`src/dsp_host_cfg.svh`:
```
// Constants for the display serial host controller
`ifndef DSP_HOST_CFG_SVH
`define DSP_HOST_CFG_SVH
// Register offsets
`define REG_CTRL      12'h000
`define REG_TXDATA    12'h004
`define REG_STATUS    12'h008
`define REG_RXDATA    12'h00C
`define REG_DIV       12'h010
// Control fields
`define CTRL_START    0
`define CTRL_FLAG     1
`define CTRL_HOLD     2
`define CTRL_READ     3
`define CTRL_DUAL     4
`define CTRL_SWAP     5
`define CTRL_QUAD     6
`define CTRL_MODE_LO  8
`define CTRL_MODE_HI  9
`define CTRL_LEN_LO   12
`define CTRL_LEN_HI   13
`define CTRL_RDEN     16
// Mode encodings of the link
`define MODE_3LINE    2'h0
`define MODE_4LINE    2'h1
`define MODE_QUAD     2'h2
// Interface select patterns
`define SEL_3LINE     4'b1100
`define SEL_4LINE     4'b1101
`define SEL_DUAL3     4'b0110
`define SEL_DUAL4     4'b1011
`define SEL_QUAD      4'b0101
// Quad first-byte codes
`define QUAD_SINGLE   8'h02
`define QUAD_ADDR1    8'h32
`define QUAD_ALL4     8'h12
// Reset values and timing
`define DIV_RESET     8'h08
`define CS_GAP_NS     200
`define CS_GAP_CYC    ((`CS_GAP_NS + 9) / 10)
`endif

```
`src/dsp_host_pkg.sv`:
```
// Types for the display serial host controller
package dsp_host_pkg;
    typedef enum logic [2:0] {
        ST_IDLE  = 3'b000,
        ST_SETUP = 3'b001,
        ST_LOW   = 3'b010,
        ST_HIGH  = 3'b011,
        ST_GAP   = 3'b100
    } link_state_t;
    typedef enum logic [1:0] {
        LANE_ONE  = 2'b00,
        LANE_TWO  = 2'b01,
        LANE_FOUR = 2'b10
    } lane_use_t;
endpackage : dsp_host_pkg

```
`src/pin_sync.sv`:
```
// Two-flop synchroniser for pin inputs
module pin_sync
(
    // Clock and reset
    input  wire logic       sys_clk,
    input  wire logic       resetn,
    // Pins in and synchronised copies out
    input  wire logic [1:0] pin_in,
    output logic      [1:0] pin_sync_out
);
    logic [1:0] stage1;
    // First stage read only by second stage
    always_ff @(posedge sys_clk or negedge resetn) begin
        if (!resetn) begin
            stage1       <= 2'h0;
            pin_sync_out <= 2'h0;
        end else begin
            stage1       <= pin_in;
            pin_sync_out <= stage1;
        end
    end
endmodule : pin_sync

```
`src/clk_divider.sv`:
```
// Serial clock phase generator
module clk_divider
(
    // Clock and reset
    input  wire logic       sys_clk,
    input  wire logic       resetn,
    // Control
    input  wire logic       run,
    input  wire logic [7:0] half_period,
    // One-cycle phase pulse
    output logic            tick
);
    logic [7:0] count;
    // Count up each half period while a frame is running
    always_ff @(posedge sys_clk or negedge resetn) begin
        if (!resetn) begin
            count <= 8'h00;
            tick  <= 1'b0;
        end else if (!run) begin
            count <= 8'h00;
            tick  <= 1'b0;
        end else if (count >= half_period) begin
            count <= 8'h00;
            tick  <= 1'b1;
        end else begin
            count <= count + 8'h01;
            tick  <= 1'b0;
        end
    end
endmodule : clk_divider

```
`src/dsp_host.sv`:
```
// Display serial link host: APB register slave driving the serial pins
`include "dsp_host_cfg.svh"
module dsp_host
    import dsp_host_pkg::*;
(
    // Clock and reset
    input  wire logic        sys_clk,
    input  wire logic        resetn,
    // APB slave
    input  wire logic        psel,
    input  wire logic        penable,
    input  wire logic        pwrite,
    input  wire logic [11:0] paddr,
    input  wire logic [31:0] pwdata,
    output logic      [31:0] prdata,
    output logic             pready,
    output logic             pslverr,
    // Serial link pins
    output logic             chip_select_n,
    output logic             serial_clk,
    output logic             command_flag_pin,
    output logic             serial_in_line,
    output logic             serial_in_line_oe,
    output logic             quad_lane1_out,
    output logic             quad_lane2_pin,
    output logic             quad_lane3_pin,
    output logic             quad_oe,
    input  wire logic        serial_in_line_in,
    input  wire logic        serial_out_line,
    // Strap and select pins driven to the device
    output logic [3:0]       interface_select_pins,
    output logic             port_reset_n
);
    ////////////////////////////////////////////////////////////////////////////
    // Registers and signals
    logic [31:0] ctrl;
    logic [31:0] txdata;
    logic [31:0] rxdata;
    logic [7:0]  div;
    logic        busy;
    logic        done;
    link_state_t state;
    link_state_t next_state;
    logic [5:0]  bits_left;
    logic [32:0] shreg;
    logic        reading;
    logic        replying;
    logic        tick;
    logic [1:0]  rx_sync;
    logic [7:0]  gap_cnt;
    lane_use_t   lanes;
    logic [1:0]  mode;
    logic        access;
    logic        wr_start;

    assign access   = psel && penable;
    assign wr_start = access && pwrite && (paddr == `REG_CTRL) && pwdata[`CTRL_START] && !busy;
    assign mode     = ctrl[`CTRL_MODE_HI:`CTRL_MODE_LO];

    // Number of shifted bits of one frame
    function automatic logic [5:0] frame_bits(input logic [1:0] md, input logic dual,
                                              input logic quad, input logic rd,
                                              input logic [1:0] len);
        logic [5:0] n;
        n = 6'd8;
        if (rd) begin
            case (len)
                2'h0:    n = 6'd8;
                2'h1:    n = 6'd24;
                default: n = 6'd32;
            endcase
        end else if (dual) begin
            // Flag clock plus twelve two-bit clocks of one 24-bit pixel
            n = 6'd13;
        end else if (quad) begin
            // Whole word, four bits per clock
            n = 6'd8;
        end
        // Besides the dual pixel, only a written 3-line byte carries the flag clock
        if (md == `MODE_3LINE && !dual && !quad && !rd) begin
            n = n + 6'd1;
        end
        return n;
    endfunction : frame_bits

    // Lane usage for a frame
    function automatic lane_use_t lane_of(input logic dual, input logic quad, input logic rd);
        lane_use_t l;
        if (rd) begin
            l = LANE_ONE;
        end else if (quad) begin
            l = LANE_FOUR;
        end else if (dual) begin
            l = LANE_TWO;
        end else begin
            l = LANE_ONE;
        end
        return l;
    endfunction : lane_of

    ////////////////////////////////////////////////////////////////////////////
    // Input synchronisers for returned data
    pin_sync u_sync (
        .sys_clk      (sys_clk),
        .resetn       (resetn),
        .pin_in       ({serial_out_line, serial_in_line_in}),
        .pin_sync_out (rx_sync)
    );

    // Half-period generator for the serial clock
    clk_divider u_div (
        .sys_clk     (sys_clk),
        .resetn      (resetn),
        .run         (state == ST_LOW || state == ST_HIGH),
        .half_period (div),
        .tick        (tick)
    );

    ////////////////////////////////////////////////////////////////////////////
    // Software registers
    always_ff @(posedge sys_clk or negedge resetn) begin
        if (!resetn) begin
            ctrl   <= 32'h0000_0000;
            txdata <= 32'h0000_0000;
            div    <= `DIV_RESET;
        end else if (access && pwrite && !busy) begin
            case (paddr)
                `REG_CTRL:   ctrl   <= pwdata;
                `REG_TXDATA: txdata <= pwdata;
                `REG_DIV:    div    <= pwdata[7:0];
                default:     ;
            endcase
        end
    end

    // APB answer: zero wait states, error on unmapped address
    always_ff @(posedge sys_clk or negedge resetn) begin
        if (!resetn) begin
            prdata  <= 32'h0000_0000;
            pready  <= 1'b0;
            pslverr <= 1'b0;
        end else begin
            pready  <= psel && !penable;
            pslverr <= psel && !penable && !(paddr == `REG_CTRL || paddr == `REG_TXDATA ||
                       paddr == `REG_STATUS || paddr == `REG_RXDATA || paddr == `REG_DIV);
            case (paddr)
                `REG_CTRL:   prdata <= ctrl;
                `REG_TXDATA: prdata <= txdata;
                `REG_STATUS: prdata <= {30'h0000_0000, done, busy};
                `REG_RXDATA: prdata <= rxdata;
                `REG_DIV:    prdata <= {24'h00_0000, div};
                default:     prdata <= 32'h0000_0000;
            endcase
        end
    end

    ////////////////////////////////////////////////////////////////////////////
    // Frame sequencer
    always_comb begin
        next_state = state;
        case (state)
            ST_IDLE:  if (wr_start) next_state = ST_SETUP;
            ST_SETUP: next_state = ST_LOW;
            ST_LOW:   if (tick) next_state = ST_HIGH;
            ST_HIGH:  if (tick) next_state = (bits_left == 6'd1 && !reading) ? ST_GAP : ST_LOW;
            ST_GAP:   if (gap_cnt == 8'h00 && chip_select_n) next_state = ST_IDLE;
            default:  next_state = ST_IDLE;
        endcase
    end

    always_ff @(posedge sys_clk or negedge resetn) begin
        if (!resetn) begin
            state <= ST_IDLE;
        end else begin
            state <= next_state;
        end
    end

    // Shift control, pin drive and read capture
    always_ff @(posedge sys_clk or negedge resetn) begin
        if (!resetn) begin
            chip_select_n     <= 1'b1;
            serial_clk        <= 1'b0;
            command_flag_pin  <= 1'b0;
            serial_in_line    <= 1'b0;
            serial_in_line_oe <= 1'b0;
            quad_lane1_out    <= 1'b0;
            quad_lane2_pin    <= 1'b0;
            quad_lane3_pin    <= 1'b0;
            quad_oe           <= 1'b0;
            shreg             <= 33'h0_0000_0000;
            bits_left         <= 6'd0;
            reading           <= 1'b0;
            replying          <= 1'b0;
            lanes             <= LANE_ONE;
            rxdata            <= 32'h0000_0000;
            gap_cnt           <= 8'h00;
            busy              <= 1'b0;
            done              <= 1'b0;
        end else begin
            case (state)
                ST_IDLE: begin
                    if (wr_start) begin
                        busy    <= 1'b1;
                        done    <= 1'b0;
                        reading <= pwdata[`CTRL_READ] && pwdata[`CTRL_RDEN];
                        lanes   <= lane_of(pwdata[`CTRL_DUAL], pwdata[`CTRL_QUAD],
                                           pwdata[`CTRL_READ]);
                        bits_left <= frame_bits(pwdata[`CTRL_MODE_HI:`CTRL_MODE_LO],
                                                pwdata[`CTRL_DUAL], pwdata[`CTRL_QUAD],
                                                1'b0, 2'h0);
                        // Flag bit ahead of the byte, MSB first
                        shreg <= {pwdata[`CTRL_FLAG] || pwdata[`CTRL_DUAL],
                                  txdata};
                    end
                end
                ST_SETUP: begin
                    chip_select_n    <= 1'b0;
                    serial_clk       <= 1'b0;
                    command_flag_pin <= ctrl[`CTRL_FLAG];
                    serial_in_line_oe <= 1'b1;
                    quad_oe          <= (lanes != LANE_ONE);
                    if (lanes == LANE_FOUR) begin
                        // First nibble on all four lanes, highest bit on lane three
                        serial_in_line <= shreg[28];
                        quad_lane1_out <= shreg[29];
                        quad_lane2_pin <= shreg[30];
                        quad_lane3_pin <= shreg[31];
                        shreg          <= {shreg[28:0], 4'h0};
                    end else if (mode == `MODE_3LINE && lanes != LANE_TWO) begin
                        serial_in_line <= shreg[32];
                        shreg          <= {shreg[31:0], 1'b0};
                    end else if (lanes == LANE_TWO) begin
                        // Flag on primary, first pixel bit waits for the first cycle
                        serial_in_line <= 1'b1;
                    end else begin
                        serial_in_line <= shreg[31];
                        shreg          <= {shreg[31:0], 1'b0};
                    end
                end
                ST_LOW: begin
                    if (tick) begin
                        serial_clk <= 1'b1;
                        if (replying) begin
                            rxdata <= {rxdata[30:0], rx_sync[1]};
                        end
                    end
                end
                ST_HIGH: begin
                    if (tick) begin
                        serial_clk <= 1'b0;
                        if (bits_left == 6'd1 && reading) begin
                            // Command done, now collect the reply
                            bits_left         <= frame_bits(mode, 1'b0, 1'b0, 1'b1,
                                                            ctrl[`CTRL_LEN_HI:`CTRL_LEN_LO]);
                            serial_in_line_oe <= 1'b0;
                            reading           <= 1'b0;
                            replying          <= 1'b1;
                            rxdata            <= 32'h0000_0000;
                        end else begin
                            bits_left <= bits_left - 6'd1;
                        end
                        case (lanes)
                            LANE_TWO: begin
                                // Swap picks which line carries the high bit
                                serial_in_line <= ctrl[`CTRL_SWAP] ? shreg[22] : shreg[23];
                                quad_lane1_out <= ctrl[`CTRL_SWAP] ? shreg[23] : shreg[22];
                                shreg          <= {shreg[30:0], 2'b00};
                            end
                            LANE_FOUR: begin
                                serial_in_line <= shreg[28];
                                quad_lane1_out <= shreg[29];
                                quad_lane2_pin <= shreg[30];
                                quad_lane3_pin <= shreg[31];
                                shreg          <= {shreg[28:0], 4'h0};
                            end
                            default: begin
                                serial_in_line <= (mode == `MODE_3LINE) ? shreg[32] : shreg[31];
                                shreg          <= {shreg[31:0], 1'b0};
                            end
                        endcase
                    end
                end
                ST_GAP: begin
                    chip_select_n     <= 1'b1;
                    replying          <= 1'b0;
                    serial_in_line_oe <= 1'b0;
                    quad_oe           <= 1'b0;
                    if (chip_select_n) begin
                        gap_cnt <= gap_cnt - 8'h01;
                    end else begin
                        gap_cnt <= 8'(`CS_GAP_CYC);
                    end
                    if (gap_cnt == 8'h00 && chip_select_n) begin
                        busy <= 1'b0;
                        done <= 1'b1;
                    end
                end
                default: ;
            endcase
        end
    end

    // Select pins and device reset follow control settings
    always_ff @(posedge sys_clk or negedge resetn) begin
        if (!resetn) begin
            interface_select_pins <= `SEL_3LINE;
            port_reset_n          <= 1'b0;
        end else begin
            port_reset_n <= !ctrl[`CTRL_HOLD];
            if (ctrl[`CTRL_QUAD]) begin
                interface_select_pins <= `SEL_QUAD;
            end else if (mode == `MODE_4LINE) begin
                interface_select_pins <= ctrl[`CTRL_DUAL] ? `SEL_DUAL4 : `SEL_4LINE;
            end else begin
                interface_select_pins <= ctrl[`CTRL_DUAL] ? `SEL_DUAL3 : `SEL_3LINE;
            end
        end
    end
endmodule : dsp_host

```
`config.mk`:
```
export PLATFORM = sky130hd
export DESIGN_NAME = dsp_host
export DESIGN_NICKNAME = d
export VERILOG_FILES = /design/src/dsp_host_pkg.sv /design/src/pin_sync.sv /design/src/clk_divider.sv /design/src/dsp_host.sv
export VERILOG_INCLUDE_DIRS = /design/src
export SDC_FILE = /design/constraint.sdc
export NUM_CORES = 1
export LEC_CHECK = 0
export ABC_AREA = 1
export ABC_CLOCK_PERIOD_IN_PS = 2000
export BUFFER_PORTS_ARGS = -buffer_cell sky130_fd_sc_hd__buf_2
export CORE_ASPECT_RATIO = 1.1
export CORE_MARGIN = 4
export CORE_UTILIZATION = 40
export DETAILED_ROUTE_END_ITERATION = 10
export HOLD_SLACK_MARGIN = 0.06
export PLACE_DENSITY = 0.56
export SYNTH_ARGS = -nofsm -noshare
export SYNTH_HDL_FRONTEND = slang
export SYNTH_SLANG_ARGS = --single-unit
```
`constraint.sdc`:
```
create_clock -name sys_clk -period 2 [get_ports sys_clk]
set_input_delay 0.3 -clock sys_clk [delete_from_list [all_inputs] [get_ports sys_clk]]
set_output_delay 0.3 -clock sys_clk [all_outputs]
set_load 0.02 [all_outputs]
```
==> flow_summary.yaml <==
timing:
  final_period_minus_worst_setup_slack_ns: 1.81
  clock_skew_ns: 0.0117
  timing_max_transition_violations_final: 0
  report.final.hold_viol_count: 0
  timing.final.setup_violations: 0
  maxSlewHeadroom: 0.661
  max_slew.worst_pin.slew_ns: 0.509
  setup-tns-final_ns: 0
  unrepaired_setup_endpoints_after_global_routing: "false"
  hold_ws_ns: 0.0706
  fmax_ghz: 0.554
  timing.final.crit_share: 0.903
die:
  die_area_um2: 30300
  core_area_um2: 27100
  boundaryPins: 99
  row_count: 63
  horizontal_die_dimension_um: 166
  chipHeight_um: 182
  initial_core_utilization: 0.407
clocking:
  register_clock_pin_slew_on_the_reported_worst_setup_and_hold_paths_ns: 0.06
  cts_tree: "yes"
  cts-root-buf: "clkbuf_16"
  numClockSinks: 219
  number_of_buffers_inserted_during_clock_tree_synthesis: 25
  htreeDepth: 1
  clockBufferDepth: 3
  insertion_delay_ns: 0.52
final_layout:
  finish.utilization: 0.487
  finish.net_count: 1651
  final_design_area_no_fill_um2: 13200
  area_delta_synth_final_pct: 19.5
  num_antenna_cells: 0
  drive_above_1_share: 0.123
pwr:
  internal_power_w: 0.00800
  power.total_w: 0.0120
  ir_worst_vdd_v: 0.000679
  power.share.switching: 0.333
  p_per_area_nw_per_um2: 908
  comb_power_share: 0.234
  pwr-share-seq: 0.402
  power.static_leakage_nw: 6.76
  clock_power_share: 0.364
  netSwitchingPower_w: 0.00399
yosys:
  ys_warn_count: 0
  yosys.area.top_type: "dfrtp_1"
  synthMostInstantiatedCell: "nand2_1"
  synth_top_cells_by_area: "dfrtp_1, nand2_1, nand3_1, inv_1, o21ai_0"
  netlist_instances: 1466
  ys_ff_latch: 219
  syn-cell-area_um2: 11000
  post_synth_num_cell_types: 37
  ys_async_sr_fraction: 1.00
  ys.flop_type: "dfrtp_1"
  edff_count_synth: 0
  seq_total_area_yosys: 0.497
  synthTopCellsByCount: "nand2_1, dfrtp_1, nand3_1, inv_1, nor2_1"
  post_synth.cell_area_avg_um2: 7.53
  synth_largest_type_area_fraction: 0.487
  syn_nets: 1534
detailed_routing:
  routedWlPerCell_um: 15.7
  routed_wl_um: 30800
  drt_first_pass_iters: 7
  route.antenna.remaining_nets: 0
  drc: 0
  via_count: 9938
  vias_per_cell: 5.08
  drtIter0Drc: 728
setup_path:
  worst-r2r-setup-slack_ns: 0.19
  cp_slowest_cell: "dfrtp_1"
  timing.critical_path.to_type: "flip-flop"
  critical_path_cell_count: 8
  arrival_time_of_the_worst_setup_path_ns: 2.25
  cell_with_the_most_instances_on_the_worst_path: "nand2_1"
  crit_fanout: 33
  worstPathCellList: "nor2_1, nand2_1, inv_1, nand2_2, nand3_2, buf_4, nand2_1, nand2_1"
  worst_path_largest_cell_delay_ns: 0.45
  worst-setup-path-type: "reg -> reg"
  timing.critical_path.max_delay_family: "simple AND/OR/NAND/NOR gates"
  worst_r2r_path_depth: 8
  worst_r2r_startpoint: "state[1]$_DFFE_PN0P_"
  worst_setup_path_start_kind: "flip-flop"
  worstReg2RegEnd: "shreg[22]$_DFFE_PN0P_"
  crit_buf_inv: 2
  critPathRequiredTime_ns: 2.45
min_path:
  holdPathStages: 3
  hold_path_end: "txdata[25]$_DFFE_PN0P_"
  timing.hold.worst.start: "pwdata[25]"
  worstHoldPathType: "in -> reg"
global_routing:
  antenna_violations_before_repair: 0
  grt_start_max_net_pins: 65
  global_route.overflow_total: 0
  global_route_wire_length_before_repair_um: 50700
  grt_pass1_vias: 9599
  grt.total_usage: 0.201
placement:
  cell_area_after_placement_um2: 12200
  routabilityCongestion: 0.868
  detailedPlacementHpwl_um: 21100
  portBuffers: 97
flow_run:
  maxCapViolCount: 0
outcome:
  status: "complete, no violations"
[area by class of cell]
| type | count | area [um^2] |
|---|---|---|
| well taps | 357 | 447 |
| inverters | 131 | 492 |
| flip-flops and latches | 219 | 5490 |
| clock buffers | 38 | 704 |
| repair buffers | 161 | 1240 |
| fillers | 2776 | 13900 |
| clock inverters | 7 | 70.1 |
| multi-input cells | 1045 | 4760 |
[per-stage QoR]
step	setup WS, ns	instances
6_report	0.194	1958
5_1_grt	0.0239	1958
4_1_cts	0.156	1957
3_5_place_dp	0.152	1886
3_3_place_gp	0.186	1886
2_1_floorplan	0.336	1466
[worst reg2reg max path: stages (launching register included)]
cell	delay [ns]
dfrtp_1	0.45
nor2_1	0.22
nand2_1	0.12
inv_1	0.14
nand2_2	0.17
nand3_2	0.10
buf_4	0.37
nand2_1	0.11
nand2_1	0.07
[kinds of logic (layout without fill, tap and decap cells)]
| group | Yosys count | count (layout) | share of synthesized area |
|---|---|---|---|
| DFF | 219 | 219 | 0.497 |
| xor gates and xnor gates | 9 | 9 | 0.00714 |
| and+or+nand+nor | 871 | 871 | 0.333 |
| adders and majority gates | 17 | 17 | 0.0193 |
| AOI/OAI and AO/OA | 148 | 148 | 0.0704 |
| buffers and inverters | 202 | 337 | 0.0741 |
[worst max path at each step]
stage                                     from                    end  slack [ns]
final                     state[1]$_DFFE_PN0P_  shreg[22]$_DFFE_PN0P_        0.19
after global routing      state[1]$_DFFE_PN0P_  shreg[21]$_DFFE_PN0P_        0.02
after CTS                 state[1]$_DFFE_PN0P_   shreg[5]$_DFFE_PN0P_        0.16
after detailed placement              paddr[3]  shreg[14]$_DFFE_PN0P_        0.15
after global placement                paddr[3]  shreg[20]$_DFFE_PN0P_        0.19
after floorplan           lanes[0]$_DFFE_PN0P_  shreg[32]$_DFFE_PN0P_        0.34
[layer usage]
layer	share of wire	global-route usage	up-vias
met5	0	0	-
met4	0.022	0.0530	0
met3	0.049	0.0316	44
met2	0.46	0.324	200
met1	0.47	0.285	4772
li1	-	-	4922
[power by group through the flow]
stage	Clock, W	Sequential [W]	Combinational, W
5_1_grt	0.00466	0.00485	0.00311
3_5_place_dp	0	0.00490	0.00278
4_1_cts	0.00447	0.00482	0.00283
2_1_floorplan	0	0.00488	0.00175
6_report	0.00437	0.00482	0.00280
3_3_place_gp	0	0.00490	0.00275
[sequential cells by signal, indices dropped and copies added, names as in the netlist, 2 cells and up]
signal	count
prdata	32
ctrl	32
gap_cnt	8
bits_left	6
state	3
txdata	32
lanes	2
rxdata	32
interface_select_pins	4
u_div.count	8
shreg	33
div	8
[layout by cell type (no fill, tap or decap), drive strengths merged]
master and count:
bufinv 1, or2 2, clkinvlp 1, o21ai 101
nand2 567, a21boi 1, a21oi 36, clkbuf 38
a2bb2oi 1, xnor2 4, o211ai 1, nand4 43
a22oi 1, ha 17, dlygate4sd3 26, nor3 8
dfrtp 215, and3 2, dfstp 4, nand3b 7
xor2 5, nand3 154, nor2 87, clkinv 5
inv 131, o2111ai 2, nor4 1, o22ai 5
buf 135
[timing repair]
item	4_1_cts	5_1_grt
buffers inserted	0	1
resized for setup	0	0
endpoints found under the hold margin	85	0
endpoints found under the setup margin	0	6
hold buffers	26	0
Power figures use the tool's default switching activity.
